**config.mk**
```make
export PLATFORM = sky130hd
export DESIGN_NAME = acs_sequencer
export DESIGN_NICKNAME = d
export VERILOG_FILES = /design/src/acs_pkg.sv /design/src/acs_divider.sv /design/src/acs_sequencer.sv
export SDC_FILE = /design/constraint.sdc
export NUM_CORES = 1
export LEC_CHECK = 0
export BUFFER_PORTS_ARGS = -buffer_cell sky130_fd_sc_hd__buf_2
export CAP_MARGIN = 0
export CORE_MARGIN = 3
export CORE_UTILIZATION = 48
export DETAILED_ROUTE_END_ITERATION = 8
export GPL_TIMING_DRIVEN = 0
export PLACE_DENSITY = 0.79
export SYNTH_ARGS = -nofsm -noshare
export SYNTH_HDL_FRONTEND = slang
export SYNTH_HIERARCHICAL = 1
export SYNTH_SLANG_ARGS = --single-unit
```
**constraint.sdc**
```tcl
create_clock -name core_clk -period 3.6 [get_ports core_clk]
set_clock_uncertainty 0.15 [all_clocks]
set_input_delay 0.54 -clock core_clk [delete_from_list [all_inputs] [get_ports core_clk]]
set_output_delay 0.54 -clock core_clk [all_outputs]
set_load 0.005 [all_outputs]
```
**src/acs_pkg.sv**
```systemverilog
package acs_pkg;
  // Register word offsets (byte addresses)
  localparam logic [3:0] OFS_CTRL_A = 4'h0;
  localparam logic [3:0] OFS_CTRL_B = 4'h4;
  localparam logic [3:0] OFS_SELECT = 4'h8;
  localparam logic [3:0] OFS_RES_LO = 4'hC;
  // Byte address 0x10 holds the high result byte
  localparam logic [4:0] OFS_RES_HI = 5'h10;
  // Control A field positions
  localparam int CA_DIV_LSB = 0;
  localparam int CA_DONE = 4;
  localparam int CA_ATE = 5;
  localparam int CA_START = 6;
  localparam int CA_EN = 7;
  // Select field positions
  localparam int SEL_CH_LSB = 0;
  localparam int SEL_REF_LSB = 6;
  // Reset values
  localparam logic [7:0] CTRL_A_RST = 8'h00;
  localparam logic [7:0] CTRL_B_RST = 8'h00;
  localparam logic [7:0] SELECT_RST = 8'h00;
  // Conversion timing in converter clocks (sample points in half-clock units)
  localparam logic [5:0] NORM_LEN = 6'h0D;
  localparam logic [5:0] FIRST_LEN = 6'h19;
  localparam logic [5:0] AUTO_LEN = 6'h10;
  localparam logic [5:0] NORM_SAMPLE_X2 = 6'h07;
  localparam logic [5:0] FIRST_SAMPLE_X2 = 6'h1B;
  localparam logic [5:0] AUTO_SAMPLE_X2 = 6'h04;
  localparam logic [5:0] TRACK_TAIL = 6'h08;
  localparam logic [2:0] TRIG_FREE = 3'h0;
  localparam int SYNC_CYCLES = 3;

  typedef enum logic [2:0] {
    ACS_IDLE = 3'b001,
    ACS_ARM = 3'b010,
    ACS_CONV = 3'b100
  } acs_state_t;

  typedef struct packed {
    logic [1:0] refSel;
    logic [4:0] chanSel;
  } acs_sel_t;
endpackage

```
**src/acs_divider.sv**
```systemverilog
module acs_divider (
  input wire logic core_clk,
  input wire logic rst_n,
  input wire logic clr,
  input wire logic [2:0] divSel,
  output logic tick,
  output logic halfTick
);
  import acs_pkg::*;
  logic [6:0] cnt_reg;
  logic [6:0] top;
  logic [6:0] half;

  // ----------------------------------------
  // Divide ratio 2..128
  // ----------------------------------------
  always_comb begin
    top = 7'(({7'h00, 1'b1} << ((divSel == 3'h0) ? 3'h1 : divSel)) - 8'h01);
    half = top >> 1;
  end

  always_ff @(posedge core_clk or negedge rst_n) begin
    if (!rst_n) begin
      cnt_reg <= 7'h00;
    end else if (clr || cnt_reg >= top) begin
      cnt_reg <= 7'h00;
    end else begin
      cnt_reg <= cnt_reg + 7'h01;
    end
  end

  assign tick = !clr && (cnt_reg >= top);
  assign halfTick = !clr && (cnt_reg == half);
endmodule // acs_divider

```
**src/acs_sequencer.sv**
```systemverilog
// Behaviour
// - Start bit write begins one conversion; hardware clears the bit.
// - Channel changed mid-conversion applies after that conversion.
// - Auto trigger rising edge resets prescaler and starts a conversion.
// - Held trigger at completion or edges while converting are ignored.
// - Flag trigger sets despite masking; software clears it to re-arm.
// - Own done flag as trigger gives free running, cleared or not.
// - Start bit works under auto trigger and reads one while converting.
// - Prescaler runs while enable set, held in reset while enable low.
// - Software start begins at next divided converter clock edge.
// - Normal conversion 13 clocks; first after enable 25 clocks.
// - Sample at 3.5 clocks normally, 13.5 for first conversion.
// - On completion write result, set done flag, clear start bit.
// - Auto trigger: sample two clocks after edge, conversion 16 clocks.
// - Free running restarts immediately and keeps start bit set.
// - Selection buffer locks during conversion until last eight clocks.
// - Start at second CPU edge after write; software then waits.
// - Free running: next result old channel, later results new channel.
// - Low byte read blocks result updates until high byte read.
//
// The Wishbone interface to the registers and the placing of the registers are this design's own decisions.
module acs_sequencer (
  input wire logic core_clk,
  input wire logic rst_n,
  input wire logic wb_cyc_i,
  input wire logic wb_stb_i,
  input wire logic wb_we_i,
  input wire logic [4:0] wb_adr_i,
  input wire logic [3:0] wb_sel_i,
  input wire logic [31:0] wb_dat_i,
  output logic [31:0] wb_dat_o,
  output logic wb_ack_o,
  input wire logic [7:0] trigIn,
  input wire logic [9:0] convResult,
  output acs_pkg::acs_sel_t activeSel,
  output logic sampleHold,
  output logic convBusy,
  output logic convDone
);
  import acs_pkg::*;

  // ----------------------------------------
  // Registers
  // ----------------------------------------
  logic [7:0] ctrlA_reg;
  logic [7:0] ctrlB_reg;
  logic [7:0] select_reg;
  logic [9:0] result_reg;
  logic lock_reg;
  logic firstConv_reg;
  logic autoConv_reg;
  logic trigPrev_reg;
  logic ack_reg;
  logic [31:0] rdata_reg;
  logic [5:0] clkCnt_reg;
  logic [5:0] halfCnt_reg;
  logic [1:0] armDelay_reg;
  acs_sel_t buf_reg;
  acs_state_t state_reg;

  logic busAcc;
  logic wrA;
  logic wrB;
  logic wrSel;
  logic rdLo;
  logic rdHi;
  logic enable;
  logic autoEn;
  logic [2:0] trigSrc;
  logic trigSel;
  logic trigEdge;
  logic startSw;
  logic startAuto;
  logic tick;
  logic halfTick;
  logic prescClr;
  logic [5:0] convLen;
  logic [5:0] sampleAt;
  logic finish;
  logic freeRun;

  assign enable = ctrlA_reg[CA_EN];
  assign autoEn = ctrlA_reg[CA_ATE];
  assign trigSrc = ctrlB_reg[2:0];
  assign freeRun = autoEn && (trigSrc == TRIG_FREE);

  // ----------------------------------------
  // Wishbone slave
  // ----------------------------------------
  assign busAcc = wb_cyc_i && wb_stb_i && !ack_reg;
  assign wrA = busAcc && wb_we_i && wb_sel_i[0] && wb_adr_i == 5'(OFS_CTRL_A);
  assign wrB = busAcc && wb_we_i && wb_sel_i[0] && wb_adr_i == 5'(OFS_CTRL_B);
  assign wrSel = busAcc && wb_we_i && wb_sel_i[0] &&
                 wb_adr_i == 5'(OFS_SELECT);
  assign rdLo = busAcc && !wb_we_i && wb_adr_i == 5'(OFS_RES_LO);
  assign rdHi = busAcc && !wb_we_i && wb_adr_i == OFS_RES_HI;

  always_ff @(posedge core_clk or negedge rst_n) begin
    if (!rst_n) begin
      ack_reg <= 1'b0;
    end else begin
      ack_reg <= busAcc;
    end
  end
  assign wb_ack_o = ack_reg;

  always_ff @(posedge core_clk or negedge rst_n) begin
    if (!rst_n) begin
      rdata_reg <= 32'h0000_0000;
    end else if (busAcc && !wb_we_i) begin
      case (wb_adr_i)
        5'(OFS_CTRL_A): rdata_reg <= {24'h000000, ctrlA_reg};
        5'(OFS_CTRL_B): rdata_reg <= {24'h000000, ctrlB_reg};
        5'(OFS_SELECT): rdata_reg <= {24'h000000, select_reg};
        5'(OFS_RES_LO): rdata_reg <= {24'h000000, result_reg[7:0]};
        OFS_RES_HI: rdata_reg <= {30'h00000000, result_reg[9:8]};
        default: rdata_reg <= 32'h0000_0000;
      endcase
    end
  end
  assign wb_dat_o = rdata_reg;

  always_ff @(posedge core_clk or negedge rst_n) begin
    if (!rst_n) begin
      ctrlB_reg <= CTRL_B_RST;
    end else if (wrB) begin
      ctrlB_reg <= {5'h00, wb_dat_i[2:0]};
    end
  end

  always_ff @(posedge core_clk or negedge rst_n) begin
    if (!rst_n) begin
      select_reg <= SELECT_RST;
    end else if (wrSel) begin
      select_reg <= {wb_dat_i[7:6], 1'b0, wb_dat_i[4:0]};
    end
  end

  // ----------------------------------------
  // Trigger edge detection
  // ----------------------------------------
  assign trigSel = trigIn[trigSrc];
  always_ff @(posedge core_clk or negedge rst_n) begin
    if (!rst_n) begin
      trigPrev_reg <= 1'b0;
    end else begin
      trigPrev_reg <= trigSel;
    end
  end
  // edge starts conversion; ignored unless idle; flag
  assign trigEdge = trigSel && !trigPrev_reg;
  assign startAuto = enable && autoEn && !freeRun && trigEdge &&
                     state_reg == ACS_IDLE;

  // software start bit; works with auto trigger
  assign startSw = enable && wrA && wb_dat_i[CA_START] &&
                   state_reg == ACS_IDLE;

  // ----------------------------------------
  // Prescaler
  // ----------------------------------------
  // held in reset while disabled; reset on trigger
  assign prescClr = !enable || startAuto;

  acs_divider u_div (
    .core_clk(core_clk),
    .rst_n(rst_n),
    .clr(prescClr),
    .divSel(ctrlA_reg[CA_DIV_LSB +: 3]),
    .tick(tick),
    .halfTick(halfTick)
  );

  // ----------------------------------------
  // Conversion timing
  // ----------------------------------------
  // normal and first lengths; auto length
  always_comb begin
    if (firstConv_reg) begin
      convLen = FIRST_LEN;
      sampleAt = FIRST_SAMPLE_X2;
    end else if (autoConv_reg) begin
      convLen = AUTO_LEN;
      sampleAt = AUTO_SAMPLE_X2;
    end else begin
      convLen = NORM_LEN;
      sampleAt = NORM_SAMPLE_X2;
    end
  end
  assign finish = state_reg == ACS_CONV && tick &&
                  clkCnt_reg == convLen - 6'h01;

  // ----------------------------------------
  // Sequencer
  // ----------------------------------------
  always_ff @(posedge core_clk or negedge rst_n) begin
    if (!rst_n) begin
      state_reg <= ACS_IDLE;
      armDelay_reg <= 2'h0;
      autoConv_reg <= 1'b0;
    end else if (!enable) begin
      state_reg <= ACS_IDLE;
      armDelay_reg <= 2'h0;
      autoConv_reg <= 1'b0;
    end else begin
      case (state_reg)
        ACS_IDLE: begin
          if (startAuto) begin
            state_reg <= ACS_ARM;
            armDelay_reg <= 2'(SYNC_CYCLES - 1);
            autoConv_reg <= 1'b1;
          end else if (startSw) begin
            state_reg <= ACS_ARM;
            armDelay_reg <= 2'h0;
            autoConv_reg <= 1'b0;
          end
        end
        ACS_ARM: begin
          if (armDelay_reg != 2'h0) begin
            armDelay_reg <= armDelay_reg - 2'h1;
          end else if (autoConv_reg || tick) begin
            state_reg <= ACS_CONV;
          end
        end
        ACS_CONV: begin
          if (finish) begin
            state_reg <= freeRun ? ACS_CONV : ACS_IDLE;
            autoConv_reg <= 1'b0;
          end
        end
        default: state_reg <= ACS_IDLE;
      endcase
    end
  end

  always_ff @(posedge core_clk or negedge rst_n) begin
    if (!rst_n) begin
      clkCnt_reg <= 6'h00;
      halfCnt_reg <= 6'h00;
    end else if (state_reg != ACS_CONV || finish) begin
      clkCnt_reg <= 6'h00;
      halfCnt_reg <= 6'h00;
    end else begin
      if (tick) begin
        clkCnt_reg <= clkCnt_reg + 6'h01;
      end
      if (tick || halfTick) begin
        halfCnt_reg <= halfCnt_reg + 6'h01;
      end
    end
  end

  assign sampleHold = state_reg == ACS_CONV && (tick || halfTick) &&
                      halfCnt_reg == sampleAt - 6'h01;

  always_ff @(posedge core_clk or negedge rst_n) begin
    if (!rst_n) begin
      firstConv_reg <= 1'b1;
    end else if (!enable) begin
      firstConv_reg <= 1'b1;
    end else if (finish) begin
      firstConv_reg <= 1'b0;
    end
  end

  // ----------------------------------------
  // Control A with start and done bits
  // ----------------------------------------
  always_ff @(posedge core_clk or negedge rst_n) begin
    if (!rst_n) begin
      ctrlA_reg <= CTRL_A_RST;
    end else begin
      if (wrA) begin
        ctrlA_reg[CA_EN] <= wb_dat_i[CA_EN];
        ctrlA_reg[CA_ATE] <= wb_dat_i[CA_ATE];
        ctrlA_reg[CA_DIV_LSB +: 3] <= wb_dat_i[CA_DIV_LSB +: 3];
        ctrlA_reg[3] <= 1'b0;
      end
      // Done flag: write one clears, completion wins
      if (finish) begin
        ctrlA_reg[CA_DONE] <= 1'b1;
      end else if (wrA && wb_dat_i[CA_DONE]) begin
        ctrlA_reg[CA_DONE] <= 1'b0;
      end
      if (!enable) begin
        ctrlA_reg[CA_START] <= 1'b0;
      end else if (startSw || startAuto) begin
        ctrlA_reg[CA_START] <= 1'b1;
      // cleared at completion; kept in free running
      end else if (finish && !freeRun) begin
        ctrlA_reg[CA_START] <= 1'b0;
      end
    end
  end

  // ----------------------------------------
  // Result with read lock
  // ----------------------------------------
  always_ff @(posedge core_clk or negedge rst_n) begin
    if (!rst_n) begin
      lock_reg <= 1'b0;
    end else if (rdHi) begin
      lock_reg <= 1'b0;
    end else if (rdLo) begin
      lock_reg <= 1'b1;
    end
  end

  always_ff @(posedge core_clk or negedge rst_n) begin
    if (!rst_n) begin
      result_reg <= 10'h000;
    end else if (finish && !lock_reg) begin
      result_reg <= convResult;
    end
  end

  // ----------------------------------------
  // Selection buffer
  // ----------------------------------------
  // freeze then track tail; old channel kept
  always_ff @(posedge core_clk or negedge rst_n) begin
    if (!rst_n) begin
      buf_reg <= '0;
    end else if (state_reg != ACS_CONV ||
                 clkCnt_reg >= convLen - TRACK_TAIL) begin
      buf_reg.chanSel <= select_reg[SEL_CH_LSB +: 5];
      buf_reg.refSel <= select_reg[SEL_REF_LSB +: 2];
    end
  end

  assign activeSel = buf_reg;
  assign convBusy = state_reg == ACS_CONV;
  assign convDone = finish;
endmodule // acs_sequencer

```
==> implementation parameters, run 1 <==
Parameter                              Value

Die
  Number of top-level design ports ... 107
  DIE AREA ... 0.00945 sq mm
  Die H ... 97.2 um
  Rows ... 32
  Area of the core ... 0.00789 sq mm
  Die Wd ... 97.2 um
  Initial core utilization ... 50.6%

Critical path
  Capture instance of the worst register-to-register path ... result_reg[6]
  Required time of the critical path ... 2.91 ns
  Reg-to-reg critical path startpoint ... ctrlB_reg[0]
  Sort of element at the end of the critical path ... primary output
  Worst setup SP type ... register
  Class of the most critical setup path ... register to primary output
  WP data arrival ... 2.91 ns
  Critical path launch point ... ctrlB_reg[0]
  Slack of the worst reg-to-reg path ... 0.14 ns
  Top fanout value on the critical path ... 6
  Critical path capture point ... convDone
  R2r worst-path depth ... 12

Placed design
  Placed Instance Area ... 0.00448 sq mm
  Count of buffers inserted at the top-level ports ... 54
  Global placer's final weighted congestion ... 0.879
  Hpwl dp ... 6.44 mm

Timing
  Slew at the pin closest to its max-slew limit ... 0.967 ns
  Worst rel slew slack ... 35.5%
  Unrepaired setup endpoints after global routing ... yes
  Count of final max-slew check failures ... 0
  Clock period minus final worst setup slack ... 3.60 ns
  Setup violation total in the final timing report ... 0
  Crit share post-route ... 100%
  Final Hold Viols ... 0
  Fmax ... 278 MHz

Status
  Result of the run ... finished clean

Power and ir drop
  Power per Cell Area ... 335 mW/mm^2
  Highest ir drop seen on vdd ... 251 uV
  LEAKAGE ... 0.00234 uW

Drt
  DRC marker count from the first detailed-route iteration ... 142
  Routed vias/inst ... 5.37
  Detail Route Antenna Nets ... 0
  Average wire length per cell after detail routing ... 15.9 um
  Number of optimization iterations in the first detailed-route pass ... 4
  Via Count ... 3,092
  Detailed-route DRC error count ... 0
  Routed wire length ... 9.14 mm

Synth
  Post-synthesis register bit count ... 71
  Gate count after technology mapping ... 374
  Mapped cell area ... 0.00399 sq mm
  Share of the yosys chip area belonging to registers ... 44.6%
  Most instantiated cells after synthesis ... dfrtp_1, mux2_2, nand2_1
  Share of synthesized registers carrying an async set or reset ... 100%
  Largest cells by area after synthesis ... dfrtp_1, mux2_2, ha_1, buf_4, nand2_1
  Avg Synthesized Cell Area ... 10.7 sq um
  Number of warnings reported in the yosys synthesis log ... 6
  Number of synthesized flops with an enable pin ... 0
  Distinct cell type count of the synthesized netlist ... 57
  Synth area leader ... dfrtp_1
  Most used standard cell by instance count after synthesis ... dfrtp_1
  Dominant synthesized flop cell ... dfrtp_1
  Share of Yosys cell area claimed by the top area cell type ... 43.2%

Global routing
  First-pass GRT wire length ... 15.2 mm
  Global routing usage summed across all routing layers ... 19.8%
  Gr ovfl total ... 0
  Number of antenna violations at the first check in global routing ... 0
  Pin count of the biggest net entering global routing ... 72
  Vias in the first global route ... 3,201

Final layout
  Flip-flop count of the largest register after layout ... 10
  Sequential cell area ... 0.00178 sq mm
  Count of filler cells inserted in the layout ... 616
  Finished layout cell area ... 0.00485 sq mm
  Net count of the finished layout ... 550
  Inserted Diodes ... 0
  Share of final-layout standard cells stronger than drive strength 1 ... 37.3%
  Area taken by multi-input logic gates ... 0.00213 sq mm
  Synth-to-layout area growth ... 21.5%
  Post-route core utilization ... 61.5%

CTS
  Number of sinks handled by clock tree synthesis ... 71
  CTS tree ... yes
  Buffer depth of the longest clock path ... 2
  Number of H-tree branching levels ... 3
  Clock root buffer ... clkbuf_8
  CTS clk-pin slew, worst paths ... 0.08 ns
  Number of buffers inserted by hold repair at cts ... 0
  Number of buffers created by CTS ... 9
  Clock latency on the worst-skew pair ... 0.34 ns

Run
  Number of violations of the max-capacitance limit ... 0

Min path
  Class of the tightest hold or removal check ... primary input to async pin
stage by stage:
step	TNS [ns]	hold slack, ns	instances	worst slack [ns]	power [uW]
2_1_floorplan	0	0.0944	398	0.155	918
3_3_place_gp	-5.43	0.312	554	-0.369	974
3_5_place_dp	-6.08	0.316	554	-0.404	979
4_1_cts	-0.116	0.187	575	-0.0742	1620
5_1_grt	-0.187	0.205	576	-0.101	1690
6_report	0	0.157	576	0.000422	1620
worst max-delay path, stage by stage (launching register included):
cell and delay (ns):
dfrtp_2 0.40, mux4_2 0.51, mux2_4 0.29, nand2_4 0.09
or2_2 0.13, nand2_1 0.11, o21ba_4 0.29, nand4_1 0.10
or4_4 0.47, inv_4 0.08, buf_6 0.09
cells in the final DEF, fill, tap and decap left out, types with 3 or more instances in the layout:
cell type and instances:
o2111ai_1 3, xor2_1 12, a22oi_1 4, a21o_1 3, nor2_1 30, clkbuf_8 9
inv_1 13, mux4_2 3, a32oi_1 3, or2_2 4, mux2_4 3, nand2_1 31
nand3b_1 4, conb_1 27, xnor2_1 8, buf_2 54, nand3_1 5, nand2b_1 5
dfrtp_1 66, nand4_1 4, o21ai_0 20, clkbuf_1 6, dfrtp_2 3, a21oi_1 5
and3_1 3, mux2i_1 3, nor3_1 7, mux2_2 38, buf_4 31, ha_1 15
clkinvlp_4 3
timing repair:
item | in CTS | in global routing
pin swaps | 9 | 10
setup endpoints to repair | 24 | 12
resized for setup | 15 | 11
endpoints found under the hold margin | 0 | 0
setup buffers | 6 | 1
layer usage:
| metal | track usage, % | vias up | wire length (um) |
|---|---|---|---|
| li1 | - | 1465 | - |
| met1 | 23.9 | 1510 | 3690 |
| met2 | 34.8 | 107 | 4770 |
| met3 | 5.38 | 10 | 579 |
| met4 | 5.29 | 0 | 93 |
| met5 | 0 | - | 0 |
worst min path at each step:
stage | from | end | slack (ns) | cells after the start
after floorplan | rst_n | activeSel[0] | 0.09 | 0
after global placement | wb_dat_o[3] | wb_dat_o[3] | 0.31 | 2
after detailed placement | wb_dat_o[5] | wb_dat_o[5] | 0.32 | 2
after CTS | rst_n | activeSel[4] | 0.19 | 1
after global routing | rst_n | activeSel[4] | 0.20 | 1
final | rst_n | activeSel[4] | 0.16 | 1
area by class of cell:
class / count / share of cell area, %
Multi-Input combinational cell: 281 / 44.0
Sequential cell: 71 / 36.8
Timing Repair Buffer: 61 / 7.09
Buffer: 31 / 4.31
Clock buffer: 10 / 2.63
Tap cell: 102 / 2.63
Clock inverter: 6 / 1.44
Inverter: 14 / 1.13
where the power goes:
group | switching, uW | internal, uW
registers | 11.1 | 811
clock network | 315 | 324
logic | 85.1 | 78.8
total | 411 | 1210
cells by family after synthesis:
kind of cell | synth area share, %
buffers and inverters | 6.61
muxes | 14.2
and+or+nand+nor | 14.3
AOI/OAI and AO/OA | 9.56
other | 0.282
adders and majority gates | 5.33
DFF | 44.6
xor gates and xnor gates | 5.20
Power figures use the tool's default switching activity.
==> run 2: changes to the inputs <==
--- a/config.mk
+++ b/config.mk
@@ -10,8 +10,8 @@
 export CORE_MARGIN = 3
 export CORE_UTILIZATION = 48
 export DETAILED_ROUTE_END_ITERATION = 8
-export GPL_TIMING_DRIVEN = 0
-export PLACE_DENSITY = 0.79
+export GPL_TIMING_DRIVEN = 1
+export PLACE_DENSITY = 0.76
 export SYNTH_ARGS = -nofsm -noshare
 export SYNTH_HDL_FRONTEND = slang
 export SYNTH_HIERARCHICAL = 1
==> run 2 against run 1 <==
  * Combinational power shrank 18%
  * Setup slack better by 0.056 ns
  * Die area is the same
  * Utilization decreased by 2.3 points
  * Power is 0.49% lower
  * Sequential power is essentially flat
  * Global-route usage decreased by 1.7 points
  * Non-clock buffer count is 18 lower
  * First-iteration DRC count is 25% lower
  * Count of clock-buffer cells in the layout unchanged
  * Register-to-register slack better by 0.13 ns
  * Final cell count is 3.1% lower
  * Critical endpoint unchanged
==> implementation parameters, run 2 (same netlist as run 1, synthesis figures left out) <==
Parameter                              Value

Timing
  Final Hold Viols ... 0 (unchanged)
  Count of final max-slew check failures ... 0 (unchanged)
  Clock period minus final worst setup slack ... 3.54 ns (-0.0561 ns)
  Unrepaired setup endpoints after global routing ... yes
  Setup violation total in the final timing report ... 0 (unchanged)
  Worst rel slew slack ... 49.6% (+14 points)
  Crit share post-route ... 98.4% (-1.6 points)
  Fmax ... 282 MHz (+1.6%)
  Slew at the pin closest to its max-slew limit ... 0.749 ns (-0.218 ns)

CTS
  Number of buffers created by CTS ... 9 (unchanged)
  Clock latency on the worst-skew pair ... 0.35 ns (about the same)
  Number of sinks handled by clock tree synthesis ... 71 (unchanged)
  Clock root buffer ... clkbuf_8
  Number of H-tree branching levels ... 3 (unchanged)
  Buffer depth of the longest clock path ... 2 (unchanged)
  CTS tree ... yes
  CTS clk-pin slew, worst paths ... 0.08 ns (about the same)

Critical path
  Required time of the critical path ... 2.91 ns (about the same)
  Class of the most critical setup path ... register to primary output
  Worst setup SP type ... register
  Delay of the slowest critical-path stage ... 0.51 ns (about the same)
  WP data arrival ... 2.85 ns (-0.06 ns)
  Cell Chain, Critical Path ... or2_1, ha_2, xnor2_2, ha_1, a21o_1, a31oi_1, o21ai_1, o21ba_4, nand4_1, or4_4, inv_2, buf_6
  Crit path max-delay cell type ... or4_4
  Kind of cell adding the most delay to the critical path ... simple AND/OR/NAND/NOR gates
  Top fanout value on the critical path ... 2 (-4)
  Buf+Inv Stages, Crit Path ... 2 (unchanged)
  Sort of element at the end of the critical path ... primary output

Final layout
  Synth-to-layout area growth ... 16.9%
  Count of filler cells inserted in the layout ... 653 (+6.0%)
  Inserted Diodes ... 0 (unchanged)
  Net count of the finished layout ... 532 (-3.3%)
  Post-route core utilization ... 59.2% (-2.3 points)
  Flip-flop count of the largest register after layout ... 10 (unchanged)
  Commonest cells after routing, fill and taps aside ... dfrtp_1, buf_2, mux2_2, nor2_1, nand2_1
  Share of final-layout standard cells stronger than drive strength 1 ... 34.2% (-3.1 points)
  Most common cell after layout, fill and taps aside ... dfrtp_1

Drt
  Routed wire length ... 8.33 mm (-8.9%)
  Number of optimization iterations in the first detailed-route pass ... 4 (unchanged)
  Routed vias/inst ... 5.35 (-0.35%)
  Average wire length per cell after detail routing ... 14.9 um (-5.9%)
  DRC marker count from the first detailed-route iteration ... 107 (-25%)
  Via Count ... 2,985 (-3.5%)
  Detailed-route DRC error count ... 0 (unchanged)
  Detail Route Antenna Nets ... 0 (unchanged)

Run
  Number of violations of the max-capacitance limit ... 0 (unchanged)

Die
  Die Wd ... 97.2 um (unchanged)
  Die H ... 97.2 um (unchanged)
  Area of the core ... 0.00789 sq mm (unchanged)
  Rows ... 32 (unchanged)
  Initial core utilization ... 50.6% (unchanged)
  Number of top-level design ports ... 107 (unchanged)
  DIE AREA ... 0.00945 sq mm (unchanged)

Placed design
  Count of buffers inserted at the top-level ports ... 55 (+1.9%)
  Hpwl dp ... 6.15 mm (-4.5%)
  Global placer's final weighted congestion ... 0.866 (-1.4%)

Power and ir drop
  Power per Cell Area ... 346 mW/mm^2 (+3.4%)
  LEAKAGE ... 0.00225 uW (-3.5%)
  Overall power consumption ... 1620 uW (-0.49%)
  Highest ir drop seen on vdd ... 261 uV (+4.1%)

Global routing
  First-pass GRT wire length ... 13.9 mm (-8.7%)
  Pin count of the biggest net entering global routing ... 37 (-49%)
  Number of antenna violations at the first check in global routing ... 0 (unchanged)
  Global routing usage summed across all routing layers ... 18.1% (-1.7 points)
  Vias in the first global route ... 2,885 (-9.9%)
  Gr ovfl total ... 0 (unchanged)

Min path
  Class of the tightest hold or removal check ... primary input to register

Status
  Result of the run ... finished clean
run 2: changes by cell type in the layout (fill, tap and decap cells not counted), sizes merged:
cell,delta
buf,-14
clkbuf,-5
clkinv,+1
clkinvlp,-1
dlygate4sd3,+1
run 2: where the power goes:
part / switching, uW / leakage, uW / total, uW / internal, uW
registers: 9.69 / 0.000974 / 820 / 810
clock network: 320 / 0.0000989 / 661 / 341
logic: 75.1 / 0.00118 / 135 / 60.1
run 2: timing repair:
action                                  in CTS  in global routing
buffers inserted                             2                  1
hold buffers                                 1                  0
gates resized for setup                      2                 10
pin swaps                                    3                  8
endpoints found under the setup margin       2                  2
hold endpoints to repair                    13                  0
run 2: cell type report:
type	count	area [sq um]	share of cell area [%]
clock buffer	10	138	2.95
clock inverter	6	67.6	1.45
inverter	14	52.6	1.13
multi-input combinational	281	2060	44.2
sequential	71	1780	38.1
tap	102	128	2.73
timing repair buffer	74	439	9.41
run 2: metrics by stage:
step,setup WS (ns),TNS (ns),hold slack (ns),area [sq um],cells
after detailed placement,-0.0208,-0.0208,0.323,4400,538
after global placement,0.00199,0,0.315,4400,538
after global routing,-0.116,-0.149,0.262,4670,558
after floorplan,0.155,0,0.0944,4080,398
final,0.0565,0,0.260,4670,558
after CTS,0.0114,0,0.243,4630,557
run 2: worst paths after layout:
kind                          startpoint       endpoint  slack, ns  depth (start not counted)
min reg2reg                  wb_dat_o[2]    wb_dat_o[2]       0.34                          2
max                         ctrlA_reg[2]       convDone       0.06                         12
min in group asynchronous          rst_n   ctrlA_reg[6]       0.50                          2
max in group asynchronous          rst_n    wb_dat_o[0]       1.99                          3
min                        convResult[4]  result_reg[4]       0.26                          2
max reg2reg                 ctrlA_reg[2]  result_reg[5]       0.27                         14
run 2: layer usage:
layer / GRT usage (%) / share of wire, % / routed length [um] / vias to the layer above
met4: 6.48 / 1.8 / 148 / 0
met2: 29.8 / 50 / 4140 / 76
met1: 23.5 / 44 / 3640 / 1469
met3: 4.16 / 4.8 / 398 / 17
met5: 0 / 0 / 0 / -
li1: - / - / - / 1423
run 2: worst register-to-register path, cell delays in order, from the launching register on:
cell,delay (ns)
dfrtp_1,0.38
or2_1,0.23
ha_2,0.19
xnor2_2,0.15
ha_1,0.30
a21o_1,0.10
a31oi_1,0.05
o21ai_1,0.17
o21ba_4,0.17
nand4_1,0.07
or4_4,0.51
buf_4,0.17
nor2_4,0.09
buf_12,0.14
mux2_2,0.33
